[config.mk]
export PLATFORM = sky130hd
export DESIGN_NAME = uart_serial_modem_pins
export DESIGN_NICKNAME = d
export VERILOG_FILES = /design/src/uart_pins_pkg.sv /design/src/rx_link_if.sv /design/src/uart_pin_rx.sv /design/src/uart_serial_modem_pins.sv
export SDC_FILE = /design/constraint.sdc
export NUM_CORES = 1
export LEC_CHECK = 0
export BUFFER_PORTS_ARGS = -buffer_cell sky130_fd_sc_hd__buf_4
export CORE_MARGIN = 1
export CORE_UTILIZATION = 40
export CTS_CLUSTER_SIZE = 25
export DETAILED_ROUTE_END_ITERATION = 12
export PLACE_DENSITY_LB_ADDON = 0.2
export SKIP_CTS_REPAIR_TIMING = 1
export SLEW_MARGIN = 40
export SYNTH_ARGS = -nofsm -noshare
export SYNTH_HDL_FRONTEND = slang
export SYNTH_HIERARCHICAL = 1
export SYNTH_SLANG_ARGS = --single-unit
[constraint.sdc]
create_clock -name clk -period 2.3 [get_ports clk]
set_input_delay 0.345 -clock clk [delete_from_list [all_inputs] [get_ports clk]]
set_output_delay 0.345 -clock clk [all_outputs]
set_load 0.05 [all_outputs]
[src/uart_pins_pkg.sv]
package uart_pins_pkg;

  typedef logic [2:0] regAddr_t;
  typedef logic [7:0] byte_t;
  typedef logic [7:0] count_t;

  localparam int unsigned CLK_PERIOD_NS     = 8;
  localparam int unsigned RESET_MIN_NS      = 40;
  localparam int unsigned RESET_MIN_CYCLES  = (RESET_MIN_NS + CLK_PERIOD_NS - 1) / CLK_PERIOD_NS;

  localparam count_t BIT_CYCLES      = 8'h10;
  localparam count_t HALF_BIT_CYCLES = 8'h08;
  localparam count_t IR_PULSE_CYCLES = 8'h03;
  localparam count_t ZERO_COUNT      = 8'h00;
  localparam count_t ONE_COUNT       = 8'h01;
  localparam logic [3:0] FRAME_BITS  = 4'ha;
  localparam logic [3:0] DATA_BITS   = 4'h8;

  localparam regAddr_t ADDR_DATA       = 3'h0;
  localparam regAddr_t ADDR_MODEM_CTRL = 3'h1;
  localparam regAddr_t ADDR_FEATURE    = 3'h2;
  localparam regAddr_t ADDR_ENHANCED   = 3'h3;
  localparam regAddr_t ADDR_MODEM_STAT = 3'h4;
  localparam regAddr_t ADDR_IRQ_STATUS = 3'h5;
  localparam regAddr_t ADDR_IRQ_MASK   = 3'h6;
  localparam regAddr_t ADDR_LINE_STAT  = 3'h7;

  localparam int unsigned MCR_DTR  = 0;
  localparam int unsigned MCR_RTS  = 1;
  localparam int unsigned MCR_OP2  = 3;
  localparam int unsigned MCR_IR   = 6;
  localparam int unsigned FEATURE_CONTROL_REG_RXINV = 2;
  localparam int unsigned FEATURE_CONTROL_REG_HALFDUP = 3;
  localparam int unsigned EFR_AUTORTS = 6;
  localparam int unsigned EFR_AUTOCTS = 7;

  localparam int unsigned IRQ_RX_READY = 0;
  localparam int unsigned IRQ_CTS_CHG  = 1;
  localparam int unsigned IRQ_DSR_CHG  = 2;
  localparam int unsigned IRQ_CD_CHG   = 3;
  localparam int unsigned IRQ_RI_CHG   = 4;
  localparam int unsigned IRQ_TX_DONE  = 5;

  localparam byte_t REG_RESET = 8'h00;
  localparam logic [1:0] SYNC_RESET = 2'h3;

  function automatic logic regHit(input regAddr_t addr, input regAddr_t target,
                                  input logic strobe);
    regHit = strobe && (addr == target);
  endfunction : regHit

endpackage : uart_pins_pkg

[src/rx_link_if.sv]
`timescale 1ns/1ps
`default_nettype none
interface rx_link_if;
  logic                  rxPin;
  logic                  irMode;
  logic                  rxInvert;
  uart_pins_pkg::byte_t  rxData;
  logic                  rxStrobe;

  modport owner (output rxPin, output irMode, output rxInvert, input rxData, input rxStrobe);
  modport receiver (input rxPin, input irMode, input rxInvert, output rxData, output rxStrobe);
endinterface : rx_link_if
`default_nettype wire

[src/uart_pin_rx.sv]
`timescale 1ns/1ps
`default_nettype none
module uart_pin_rx (
  // Clock and reset
  input  wire logic    clk,
  input  wire logic    reset_n,
  // Link to the channel
  rx_link_if.receiver  link
);
  typedef enum logic [1:0] {RxIdle, RxStart, RxData, RxStop} rxState_t;

  logic [1:0]            sync_q;
  uart_pins_pkg::count_t stretch_q, stretch_d;
  uart_pins_pkg::count_t cyc_q, cyc_d;
  logic [3:0]            bits_q, bits_d;
  uart_pins_pkg::byte_t  shift_q, shift_d;
  uart_pins_pkg::byte_t  data_q, data_d;
  logic                  strobe_q, strobe_d;
  rxState_t              state_q, state_d;
  wire logic             pinSync;
  wire logic             irPulse;
  wire logic             line;
  wire logic             cycDone;
  wire uart_pins_pkg::count_t bitReload;

  assign pinSync = sync_q[1];
  assign irPulse = link.rxInvert ? ~pinSync : pinSync;
  // A pulse marks a zero bit; stretching it to a full bit time lets one sampler serve both modes
  assign line    = link.irMode ? (stretch_q == uart_pins_pkg::ZERO_COUNT) : pinSync;
  assign cycDone = (cyc_q == uart_pins_pkg::ZERO_COUNT);
  // The count runs down to zero inclusive, so reload one short or every bit stretches by a cycle
  assign bitReload = uart_pins_pkg::BIT_CYCLES - uart_pins_pkg::ONE_COUNT;
  assign link.rxData   = data_q;
  assign link.rxStrobe = strobe_q;

  always_comb begin
    stretch_d = irPulse ? uart_pins_pkg::BIT_CYCLES
              : (stretch_q == uart_pins_pkg::ZERO_COUNT) ? stretch_q
              : stretch_q - uart_pins_pkg::ONE_COUNT;
    cyc_d     = cycDone ? cyc_q : cyc_q - uart_pins_pkg::ONE_COUNT;
    bits_d    = bits_q;
    shift_d   = shift_q;
    data_d    = data_q;
    strobe_d  = 1'b0;
    state_d   = state_q;
    case (state_q)
      RxIdle: begin
        if (!line) begin
          state_d = RxStart;
          cyc_d   = uart_pins_pkg::HALF_BIT_CYCLES - uart_pins_pkg::ONE_COUNT;
        end
      end
      RxStart: begin
        if (cycDone) begin
          state_d = line ? RxIdle : RxData;
          cyc_d   = bitReload;
          bits_d  = '0;
        end
      end
      RxData: begin
        if (cycDone) begin
          shift_d = {line, shift_q[7:1]};
          bits_d  = bits_q + 4'h1;
          cyc_d   = bitReload;
          if (bits_q == uart_pins_pkg::DATA_BITS - 4'h1) begin
            state_d = RxStop;
          end
        end
      end
      RxStop: begin
        if (cycDone) begin
          state_d = RxIdle;
          if (line) begin
            data_d   = shift_q;
            strobe_d = 1'b1;
          end
        end
      end
      default: state_d = RxIdle;
    endcase
  end

  // Receive input ignored while in reset
  always_ff @(posedge clk) begin
    if (!reset_n) begin
      sync_q    <= uart_pins_pkg::SYNC_RESET;
      stretch_q <= uart_pins_pkg::ZERO_COUNT;
      cyc_q     <= uart_pins_pkg::ZERO_COUNT;
      bits_q    <= '0;
      shift_q   <= uart_pins_pkg::REG_RESET;
      data_q    <= uart_pins_pkg::REG_RESET;
      strobe_q  <= 1'b0;
      state_q   <= RxIdle;
    end else begin
      sync_q    <= {sync_q[0], link.rxPin};
      stretch_q <= stretch_d;
      cyc_q     <= cyc_d;
      bits_q    <= bits_d;
      shift_q   <= shift_d;
      data_q    <= data_d;
      strobe_q  <= strobe_d;
      state_q   <= state_d;
    end
  end
endmodule : uart_pin_rx
`default_nettype wire

[src/uart_serial_modem_pins.sv]
// Added by the designer: the plain strobed port and the register offsets.
`timescale 1ns/1ps
`default_nettype none
module uart_serial_modem_pins (
  // Clock and reset
  input  wire logic                     clk,
  input  wire logic                     reset_n,
  // Register port
  input  wire uart_pins_pkg::regAddr_t  regAddr,
  input  wire uart_pins_pkg::byte_t     regWdata,
  input  wire logic                     regWrite,
  input  wire logic                     regRead,
  output logic [7:0]                    regRdata,
  // Serial line
  output logic                          serialOut,
  input  wire logic                     serialIn,
  // Modem handshake
  output logic                          requestSendN,
  input  wire logic                     clearSendN,
  output logic                          terminalReadyN,
  input  wire logic                     setReadyN,
  input  wire logic                     carrierDetectN,
  input  wire logic                     ringIndicateN,
  // Interrupt and status pins
  output logic                          irqOut,
  output logic                          irqOutEn,
  output logic                          outputPortTwoN,
  output logic                          rxReadyN
);
  typedef enum logic {TxIdle, TxSend} txState_t;

  uart_pins_pkg::byte_t  modemCtrl_q, featureCtrl_q, enhanced_q, irqMask_q;
  uart_pins_pkg::byte_t  irqStatus_q, irqStatus_d;
  uart_pins_pkg::byte_t  txHold_q, rxHold_q, rdata_q, rdata_d;
  logic                  txPending_q, rxFull_q, serialOut_q;
  logic [9:0]            txShift_q;
  logic [3:0]            txBits_q;
  uart_pins_pkg::count_t txCyc_q;
  txState_t              txState_q;
  logic [3:0]            modemS1_q, modemS2_q, modemOld_q;

  wire logic  wrData, wrMcr, wrFctr, wrEfr, wrStat, wrMask, rdData;
  wire logic  irMode, autoCts, autoRts, halfDuplex;
  wire logic  ctsOk, txStart, txBitEnd, txLast, txDone, curBit;
  wire logic  irPulseOn, txLine;
  wire logic  [3:0] modemChg;
  wire uart_pins_pkg::byte_t  irqSet;

  rx_link_if rxLink ();

  uart_pin_rx u_rx (
    .clk     (clk),
    .reset_n (reset_n),
    .link    (rxLink)
  );

  assign wrData = uart_pins_pkg::regHit(regAddr, uart_pins_pkg::ADDR_DATA, regWrite);
  assign wrMcr  = uart_pins_pkg::regHit(regAddr, uart_pins_pkg::ADDR_MODEM_CTRL, regWrite);
  assign wrFctr = uart_pins_pkg::regHit(regAddr, uart_pins_pkg::ADDR_FEATURE, regWrite);
  assign wrEfr  = uart_pins_pkg::regHit(regAddr, uart_pins_pkg::ADDR_ENHANCED, regWrite);
  assign wrStat = uart_pins_pkg::regHit(regAddr, uart_pins_pkg::ADDR_IRQ_STATUS, regWrite);
  assign wrMask = uart_pins_pkg::regHit(regAddr, uart_pins_pkg::ADDR_IRQ_MASK, regWrite);
  assign rdData = uart_pins_pkg::regHit(regAddr, uart_pins_pkg::ADDR_DATA, regRead);

  assign irMode     = modemCtrl_q[uart_pins_pkg::MCR_IR];
  assign autoCts    = enhanced_q[uart_pins_pkg::EFR_AUTOCTS];
  assign autoRts    = enhanced_q[uart_pins_pkg::EFR_AUTORTS];
  assign halfDuplex = featureCtrl_q[uart_pins_pkg::FEATURE_CONTROL_REG_HALFDUP];

  assign rxLink.rxPin    = serialIn;
  assign rxLink.irMode   = irMode;
  assign rxLink.rxInvert = featureCtrl_q[uart_pins_pkg::FEATURE_CONTROL_REG_RXINV];

  // Order: cts, dsr, cd, ri; dsr/cd/ri only feed status bits
  assign ctsOk    = !autoCts || !modemS2_q[0];
  assign txStart  = (txState_q == TxIdle) && txPending_q && ctsOk;
  assign txBitEnd = (txState_q == TxSend) && (txCyc_q == uart_pins_pkg::ONE_COUNT);
  assign txLast   = (txBits_q == uart_pins_pkg::FRAME_BITS - 4'h1);
  assign txDone   = txBitEnd && txLast;
  assign curBit   = txShift_q[0];
  // Zero bits become a short high pulse at the start of the bit
  assign irPulseOn = (txState_q == TxSend) && !curBit &&
                     (txCyc_q > uart_pins_pkg::BIT_CYCLES - uart_pins_pkg::IR_PULSE_CYCLES);
  assign txLine    = irMode ? irPulseOn
                   : ((txState_q == TxSend) ? curBit : 1'b1);

  assign modemChg = modemS2_q ^ modemOld_q;
  assign irqSet   = {2'b00, txDone, modemChg[3], modemChg[2], modemChg[1], modemChg[0],
                     rxLink.rxStrobe};
  // Set wins over a write-one clear in the same cycle
  assign irqStatus_d = (irqStatus_q & ~(wrStat ? regWdata : uart_pins_pkg::REG_RESET)) | irqSet;

  always_comb begin
    case (regAddr)
      uart_pins_pkg::ADDR_DATA:       rdata_d = rxHold_q;
      uart_pins_pkg::ADDR_MODEM_CTRL: rdata_d = modemCtrl_q;
      uart_pins_pkg::ADDR_FEATURE:    rdata_d = featureCtrl_q;
      uart_pins_pkg::ADDR_ENHANCED:   rdata_d = enhanced_q;
      uart_pins_pkg::ADDR_MODEM_STAT: rdata_d = {~modemS2_q, modemChg};
      uart_pins_pkg::ADDR_IRQ_STATUS: rdata_d = irqStatus_q;
      uart_pins_pkg::ADDR_IRQ_MASK:   rdata_d = irqMask_q;
      uart_pins_pkg::ADDR_LINE_STAT:  rdata_d = {5'h00, txPending_q, txState_q == TxSend,
                                                 rxFull_q};
      default:                        rdata_d = uart_pins_pkg::REG_RESET;
    endcase
  end

  always_ff @(posedge clk) begin
    if (!reset_n) begin
      modemCtrl_q   <= uart_pins_pkg::REG_RESET;
      featureCtrl_q <= uart_pins_pkg::REG_RESET;
      enhanced_q    <= uart_pins_pkg::REG_RESET;
      irqMask_q     <= uart_pins_pkg::REG_RESET;
      irqStatus_q   <= uart_pins_pkg::REG_RESET;
      rdata_q       <= uart_pins_pkg::REG_RESET;
    end else begin
      if (wrMcr)  modemCtrl_q   <= regWdata;
      if (wrFctr) featureCtrl_q <= regWdata;
      if (wrEfr)  enhanced_q    <= regWdata;
      if (wrMask) irqMask_q     <= regWdata;
      irqStatus_q <= irqStatus_d;
      rdata_q     <= regRead ? rdata_d : uart_pins_pkg::REG_RESET;
    end
  end

  // Modem inputs idle high after reset so no change is flagged on release
  always_ff @(posedge clk) begin
    if (!reset_n) begin
      modemS1_q  <= 4'hf;
      modemS2_q  <= 4'hf;
      modemOld_q <= 4'hf;
    end else begin
      modemS1_q  <= {ringIndicateN, carrierDetectN, setReadyN, clearSendN};
      modemS2_q  <= modemS1_q;
      modemOld_q <= modemS2_q;
    end
  end

  // A second write before the frame starts replaces the pending byte
  always_ff @(posedge clk) begin
    if (!reset_n) begin
      txHold_q    <= uart_pins_pkg::REG_RESET;
      txPending_q <= 1'b0;
      rxHold_q    <= uart_pins_pkg::REG_RESET;
      rxFull_q    <= 1'b0;
    end else begin
      if (wrData) txHold_q <= regWdata;
      txPending_q <= wrData || (txPending_q && !txStart);
      if (rxLink.rxStrobe) rxHold_q <= rxLink.rxData;
      rxFull_q <= rxLink.rxStrobe || (rxFull_q && !rdData);
    end
  end

  always_ff @(posedge clk) begin
    if (!reset_n) begin
      txState_q   <= TxIdle;
      txShift_q   <= 10'h3ff;
      txBits_q    <= '0;
      txCyc_q     <= uart_pins_pkg::ZERO_COUNT;
      serialOut_q <= 1'b1;
    end else begin
      serialOut_q <= txLine;
      if (txStart) begin
        txState_q <= TxSend;
        txShift_q <= {1'b1, txHold_q, 1'b0};
        txBits_q  <= '0;
        txCyc_q   <= uart_pins_pkg::BIT_CYCLES;
      end else if (txState_q == TxSend) begin
        if (txBitEnd) begin
          txShift_q <= {1'b1, txShift_q[9:1]};
          txBits_q  <= txBits_q + 4'h1;
          txCyc_q   <= uart_pins_pkg::BIT_CYCLES;
          if (txLast) txState_q <= TxIdle;
        end else begin
          txCyc_q <= txCyc_q - uart_pins_pkg::ONE_COUNT;
        end
      end
    end
  end

  assign serialOut = serialOut_q;
  // Half-duplex owns the pin; otherwise automatic mode also needs room in the holding register
  assign requestSendN = halfDuplex ? !(txState_q == TxSend)
                      : !(modemCtrl_q[uart_pins_pkg::MCR_RTS] && !(autoRts && rxFull_q));
  assign terminalReadyN = !modemCtrl_q[uart_pins_pkg::MCR_DTR];
  assign irqOut         = |(irqStatus_q & irqMask_q);
  assign irqOutEn       = modemCtrl_q[uart_pins_pkg::MCR_OP2];
  assign outputPortTwoN = !modemCtrl_q[uart_pins_pkg::MCR_OP2];
  assign rxReadyN       = !rxFull_q;
  assign regRdata       = rdata_q;
endmodule : uart_serial_modem_pins
`default_nettype wire
; Word level (Yosys, flattened, before mapping)
; Index checks and enable logic that the tools add are counted.
[op_classes]
n_addsub = 5
mul = 0
div_mod_pow = 0
magnitude_cmp = 1
n_eq_ne = 19
n_shift = 0
muxes = 34
bitwise = 9
n_reduce_logical = 50
[op_table]
columns = cell, count
row1 = 8-bit case mux with 8 select lines, 1
row2 = 8-bit 2-to-1 mux, 5
row3 = 9-bit 2-to-1 mux, 3
row4 = "8-bit by 1-bit subtractor with 8-bit output, second input constant", 3
row5 = 5-bit 2-to-1 mux, 4
row6 = 1-bit logical AND, 17
row7 = 8-bit bitwise AND, 2
row8 = 8-bit zero test, 2
row9 = 8-bit case mux with 2 select lines, 1
row10 = "3-bit equality test, second input constant", 4
row11 = 2-bit 2-to-1 mux, 6
row12 = 1-bit zero test, 11
row13 = 1-bit 2-to-1 mux, 10
row14 = "2-bit by 1-bit inequality test with 1-bit output, second input constant", 5
row15 = 3-bit AND reduction, 3
row16 = "4-bit by 1-bit adder with 4-bit output, second input constant", 2
row17 = "8-bit by 1-bit equality test with 1-bit output, second input constant", 1
row18 = "8-bit by 4-bit greater-than comparator with 1-bit output, second input constant", 1
row19 = 4-bit 2-to-1 mux, 2
row20 = 8-bit inverter, 1
row21 = 8-bit by 6-bit OR with 8-bit output, 1
row22 = 2-bit case mux with 4 select lines, 1
row23 = 4-bit case mux with 2 select lines, 1
row24 = 2-bit AND reduction, 4
row25 = 17 further kinds, 27
[word_totals]
register_bits = 142
latchBits = 0
mem_bits_rw = 0
romBits = 0
input_bits = 20
output_inout_bits = 15
memories = 0

; Depth between registers and ports, before layout
[depth]
depth_word = 6
ltp_mapped = 8

; Hierarchy
; Netlist, hierarchy kept.
[modules_own_cells]
columns = module, instances, cells_per_inst, area_each_um2
row1 = uart_serial_modem_pins, 1, 506, 4352.9
row2 = uart_pin_rx, 1, 207, 1953.1

; Least setup slack after synthesis
; OpenSTA, ideal clock, no wires.
[synth_path]
path_kind = reg-to-reg
startpoint = register u_rx.cyc_q[0]
endpoint = register u_rx.cyc_q[0]
t_arrival_ns = 1.677
setup_slack_ns = 0.508
path_stages_with_launch = 9
n_path_buf = 0
period_less_slack_ns = 1.792
path_cell_list = dfxtp_1 -> inv_1 -> ha_1 -> nor3b_2 -> nand2_1 -> ha_1 -> o21ai_0 -> o21ai_0 -> o21a_1
[synth_via]
elab_chain_cells = 4
elab_cells_between_ends = 6
[synth_lines]
columns = element, line
row1 = "start, declared", uart_pin_rx.sv:14  ; uart_pins_pkg::count_t cyc_q, cyc_d;
row2 = "start signal, assigned", uart_pin_rx.sv:88  ; cyc_q <= uart_pins_pkg::ZERO_COUNT;
row3 = "start signal, assigned", uart_pin_rx.sv:97  ; cyc_q <= cyc_d;
row4 = 8-bit by 1-bit subtractor with 8-bit output / 8-bit zero test (equally long branches), "uart_pin_rx.sv:40, uart_pin_rx.sv:30"
row5 = 8-bit 2-to-1 mux, uart_pin_rx.sv:40  ; cyc_d = cycDone ? cyc_q : cyc_q - uart_pins_pkg::ONE_COUNT;
row6 = "8-bit 2-to-1 mux, on equally long branches", "uart_pin_rx.sv:54, uart_pin_rx.sv:61, uart_pin_rx.sv:48"
row7 = 8-bit case mux with 2 select lines (*), uart_pin_rx.sv:46  ; case (state_q)
; Mark *: on every way between the ends. The rest lies on a longest branch, timed or not.
; A chain may end at the register's enable or synchronous reset.

==> run_results.csv <==
group,metric,value,unit
status,outcome,"complete, no violations",
timing,maxSlewViolCount,0,
floorplan,num_rows,45,
power,sw_frac_of_total,26.4,%
floorplan,boundaryPins,35,
clock_network,cts_root_buf,"clkbuf_16",
floorplan,core-area,15300,sq um
synth,syn_nets,746,
setup_path,crit_cells,6,
power,switching_power,1.78,mW
synth,yosysTopAreaCell,"dfxtp_1",
timing,finalSetupViolCount,0,
timing,tightest_slew,0.626,ns
timing,timing.fmax,472,MHz
placement,dp_hpwl,11000,microns
cells_and_area,synthToLayoutAreaGrowth,17.4,%
setup_path,cp_max_fo,10,
timing,slew_headroom,58.2,%
worst_hold_path,hp-class,"in2reg",
global_routing,grt_max_degree,36,
synth,synth_cell_type_count,65,
cells_and_area,fin_util,48.3,%
timing,finClkSkew,0.00860,ns
setup_path,rrSetupSlack,0.18,ns
setup_path,cp_top_family,"compound AO/OA/AOI/OAI gates",
timing,finalCriticalPeriod,2.12,ns
synth,synthTopCellsByCount,"dfxtp_1 (142), nand2_1 (134), a21boi_1 (45)",
route,num_vias,5147,
synth,synth-edff-count,0,
floorplan,start_util,41.2,%
clock_network,clock-sinks,142,
setup_path,slowest_stage,"a2111oi_0",
flow_run,drv_cap,0,
route,postRouteAntennaNets,0,
synth,synthArstFlopShare,0,%
setup_path,worstReg2RegStart,"u_rx/cyc_q[0]",
setup_path,cpPeakStageDelay,0.51,ns
power,internal-power,4.96,mW
setup_path,ff2ff_path_depth,6,
route,post_drt_wl_per_cell,16.0,microns
setup_path,worst_setup_path_start_kind,"register",
floorplan,dieWidth,128,microns
synth,syn_inst,713,
power,irDropWorstVdd,0.589,mV
power,combPwrFrac,16.3,%
global_routing,grt_pass1_wl,25000,microns
synth,synth.top_cell.area_share,45.1,%
synth,seq_area_frac_synth,45.1,%
synth,synth-main-ff-cell,"dfxtp_1",
timing,setup_slack,0.183,ns
synth,synth_most_common_cell,"dfxtp_1",
synth,synth_warnings,6,
setup_path,cp.arrival,2.40,ns
synth,postSynthAreaPerCell,8.84,sq um
clock_network,htreeDepth,4,
power,p_leak,2.74,nW
setup_path,required,2.59,ns
synth,synth_top_cells_by_area,"dfxtp_1 (45%), nand2_1 (8.0%), a21boi_1 (5.4%)",
synth,ys_seq_elements,142,
clock_network,cts.clk_slew.worst_paths,0.06,ns
power,power_frac_clock,43.4,%
cells_and_area,layout.cells.non_filler,970,
cells_and_area,antennaDiodeCount,0,
placement,dpl.cell_count,938,
route,drt-initial-drc-count,452,
timing,period_share,92.0,%
placement,io_buffers,34,
global_routing,grt-ovfl-total,0,
setup_path,crit_start,"u_rx/cyc_q[0]",
clock_network,clock_latency,0.41,ns
synth,netlist_area,6310,sq um
power,p_per_area,911,nW/um^2
cells_and_area,fillers,1488,
power,seq_power_share,40.4,%
route,firstDrtPassIters,7,
clock_network,numCtsBuffers,17,
setup_path,worstSetupPathType,"reg2reg",
clock_network,cts_buffer_depth,2,
setup_path,crit_path_end_kind,"register",
route,routed_wl,15500,microns
timing,grt_setup_unrepaired,"no",
route,vias_per_cell,5.31,
cells_and_area,finalNetCount,779,
cells_and_area,drive_gt1_share,12.4,%
timing,tns,0,ns
setup_path,path_cells,"inv_1 > ha_1 > nor3b_2 > a21oi_1 > a2111oi_0 > o32ai_1",
route,drc,0,
global_routing,grt_pass1_vias,4818,
placement,place.gp.congestion,0.854,
floorplan,die_area,16300,sq um
global_routing,antenna_found_initial,0,
clock_network,cts_tree,"built",
setup_path,cp_num_buf_inv,1,
timing,hold_viol_final,0,
global_routing,grt_usage,19.8,%
floorplan,die_height,128,microns
placement,dp_slack,0.240,ns
power groups by stage:
stage / registers, mW / clock network [mW] / logic, mW
floorplan: 2.75 / 0 / 0.808
finish: 2.72 / 2.93 / 1.10
global placement: 2.76 / 0 / 1.05
detailed placement: 2.77 / 0 / 1.08
global route: 2.74 / 3.08 / 1.19
CTS: 2.72 / 2.99 / 1.09
placed cells by master, fill, tap and decap left out, types with 7 or more instances in the layout:
| master | Yosys | routed |
|---|---|---|
| nor2_1 | 41 | 41 |
| a31oi_1 | 12 | 12 |
| o21ai_0 | 19 | 19 |
| nor3_1 | 7 | 7 |
| buf_4 | 3 | 47 |
| inv_1 | 15 | 15 |
| mux2i_1 | 26 | 26 |
| a21boi_0 | 9 | 9 |
| xnor2_1 | 12 | 12 |
| nor2b_1 | 31 | 31 |
| nand3_1 | 20 | 20 |
| nand2_1 | 134 | 134 |
| a22oi_1 | 7 | 7 |
| nand2b_1 | 16 | 16 |
| xor2_1 | 8 | 8 |
| clkbuf_16 | 0 | 17 |
| ha_1 | 13 | 13 |
| a21oi_1 | 30 | 30 |
| a21boi_1 | 45 | 45 |
| dfxtp_1 | 142 | 142 |
how the worst min path moves through the flow:
stage	from	to	slack, ns	cells past startpoint
CTS	clearSendN	modemS1_q[0]	0.1	2
finish	clearSendN	modemS1_q[0]	0.12	2
detailed placement	modemS1_q[1]	modemS2_q[1]	0.39	1
global placement	modemS1_q[1]	modemS2_q[1]	0.40	1
floorplan	modemS1_q[0]	modemS2_q[0]	0.39	1
global route	clearSendN	modemS1_q[0]	0.11	2
logic make-up (layout without fill, tap and decap cells):
kind of cell | after synthesis | count (layout) | share of synthesized area (%)
buffers and inverters | 50 | 96 | 3.43
and+or+nand+nor | 290 | 290 | 22.7
AOI/OAI and AO/OA | 168 | 168 | 18.6
xor gates and xnor gates | 20 | 20 | 2.78
adders and majority gates | 13 | 13 | 2.58
DFF | 142 | 142 | 45.1
muxes | 30 | 30 | 4.84
metal layers:
metal  track usage (%)  routed length, microns  vias to the layer above
met5                 0                       0                        -
met4              8.89                     366                        0
met3              3.98                     669                       32
met2              32.5                    7390                      144
met1              25.1                    7100                     2435
li1                  -                       -                     2536
worst register-to-register path: stages, from the launching register on:
cell	delay (ns)
dfxtp_1	0.35
inv_1	0.10
ha_1	0.20
nor3b_2	0.46
a21oi_1	0.22
a2111oi_0	0.52
o32ai_1	0.14
final cells by class:
cell class	count	area, sq um	area share [%]
multi-input cells	521	3250	43.8
clock buffers	22	474	6.40
well taps	211	264	3.57
clock inverters	10	160	2.16
inverters	17	63.8	0.862
repair buffers	47	353	4.77
flip-flops and latches	142	2840	38.4
flip-flops by register name, summed over array words and instances (netlist names), 2 cells and up, named ones only:
| register | count |
|---|---|
| txBits_q | 4 |
| modemCtrl_q | 8 |
| u_rx/link.rxData | 8 |
| rxHold_q | 8 |
| irqMask_q | 8 |
| modemS2_q | 4 |
| u_rx/shift_q | 8 |
| txCyc_q | 8 |
| featureCtrl_q | 8 |
| u_rx/cyc_q | 8 |
| modemS1_q | 4 |
| txShift_q | 9 |
| u_rx/bits_q | 4 |
| u_rx/stretch_q | 8 |
| modemOld_q | 4 |
| irqStatus_q | 8 |
| regRdata | 8 |
| txHold_q | 8 |
| u_rx/sync_q | 2 |
| enhanced_q | 8 |
stage by stage:
step	total power, mW	area, sq um	hold slack (ns)
after floorplan	3.56	6310	0.386
after global placement	3.81	6770	0.397
after detailed placement	3.85	6770	0.395
after CTS	6.80	7400	0.0957
after global routing	7.02	7400	0.110
final	6.75	7400	0.116
No activity file was read; power rests on OpenSTA's default activity.
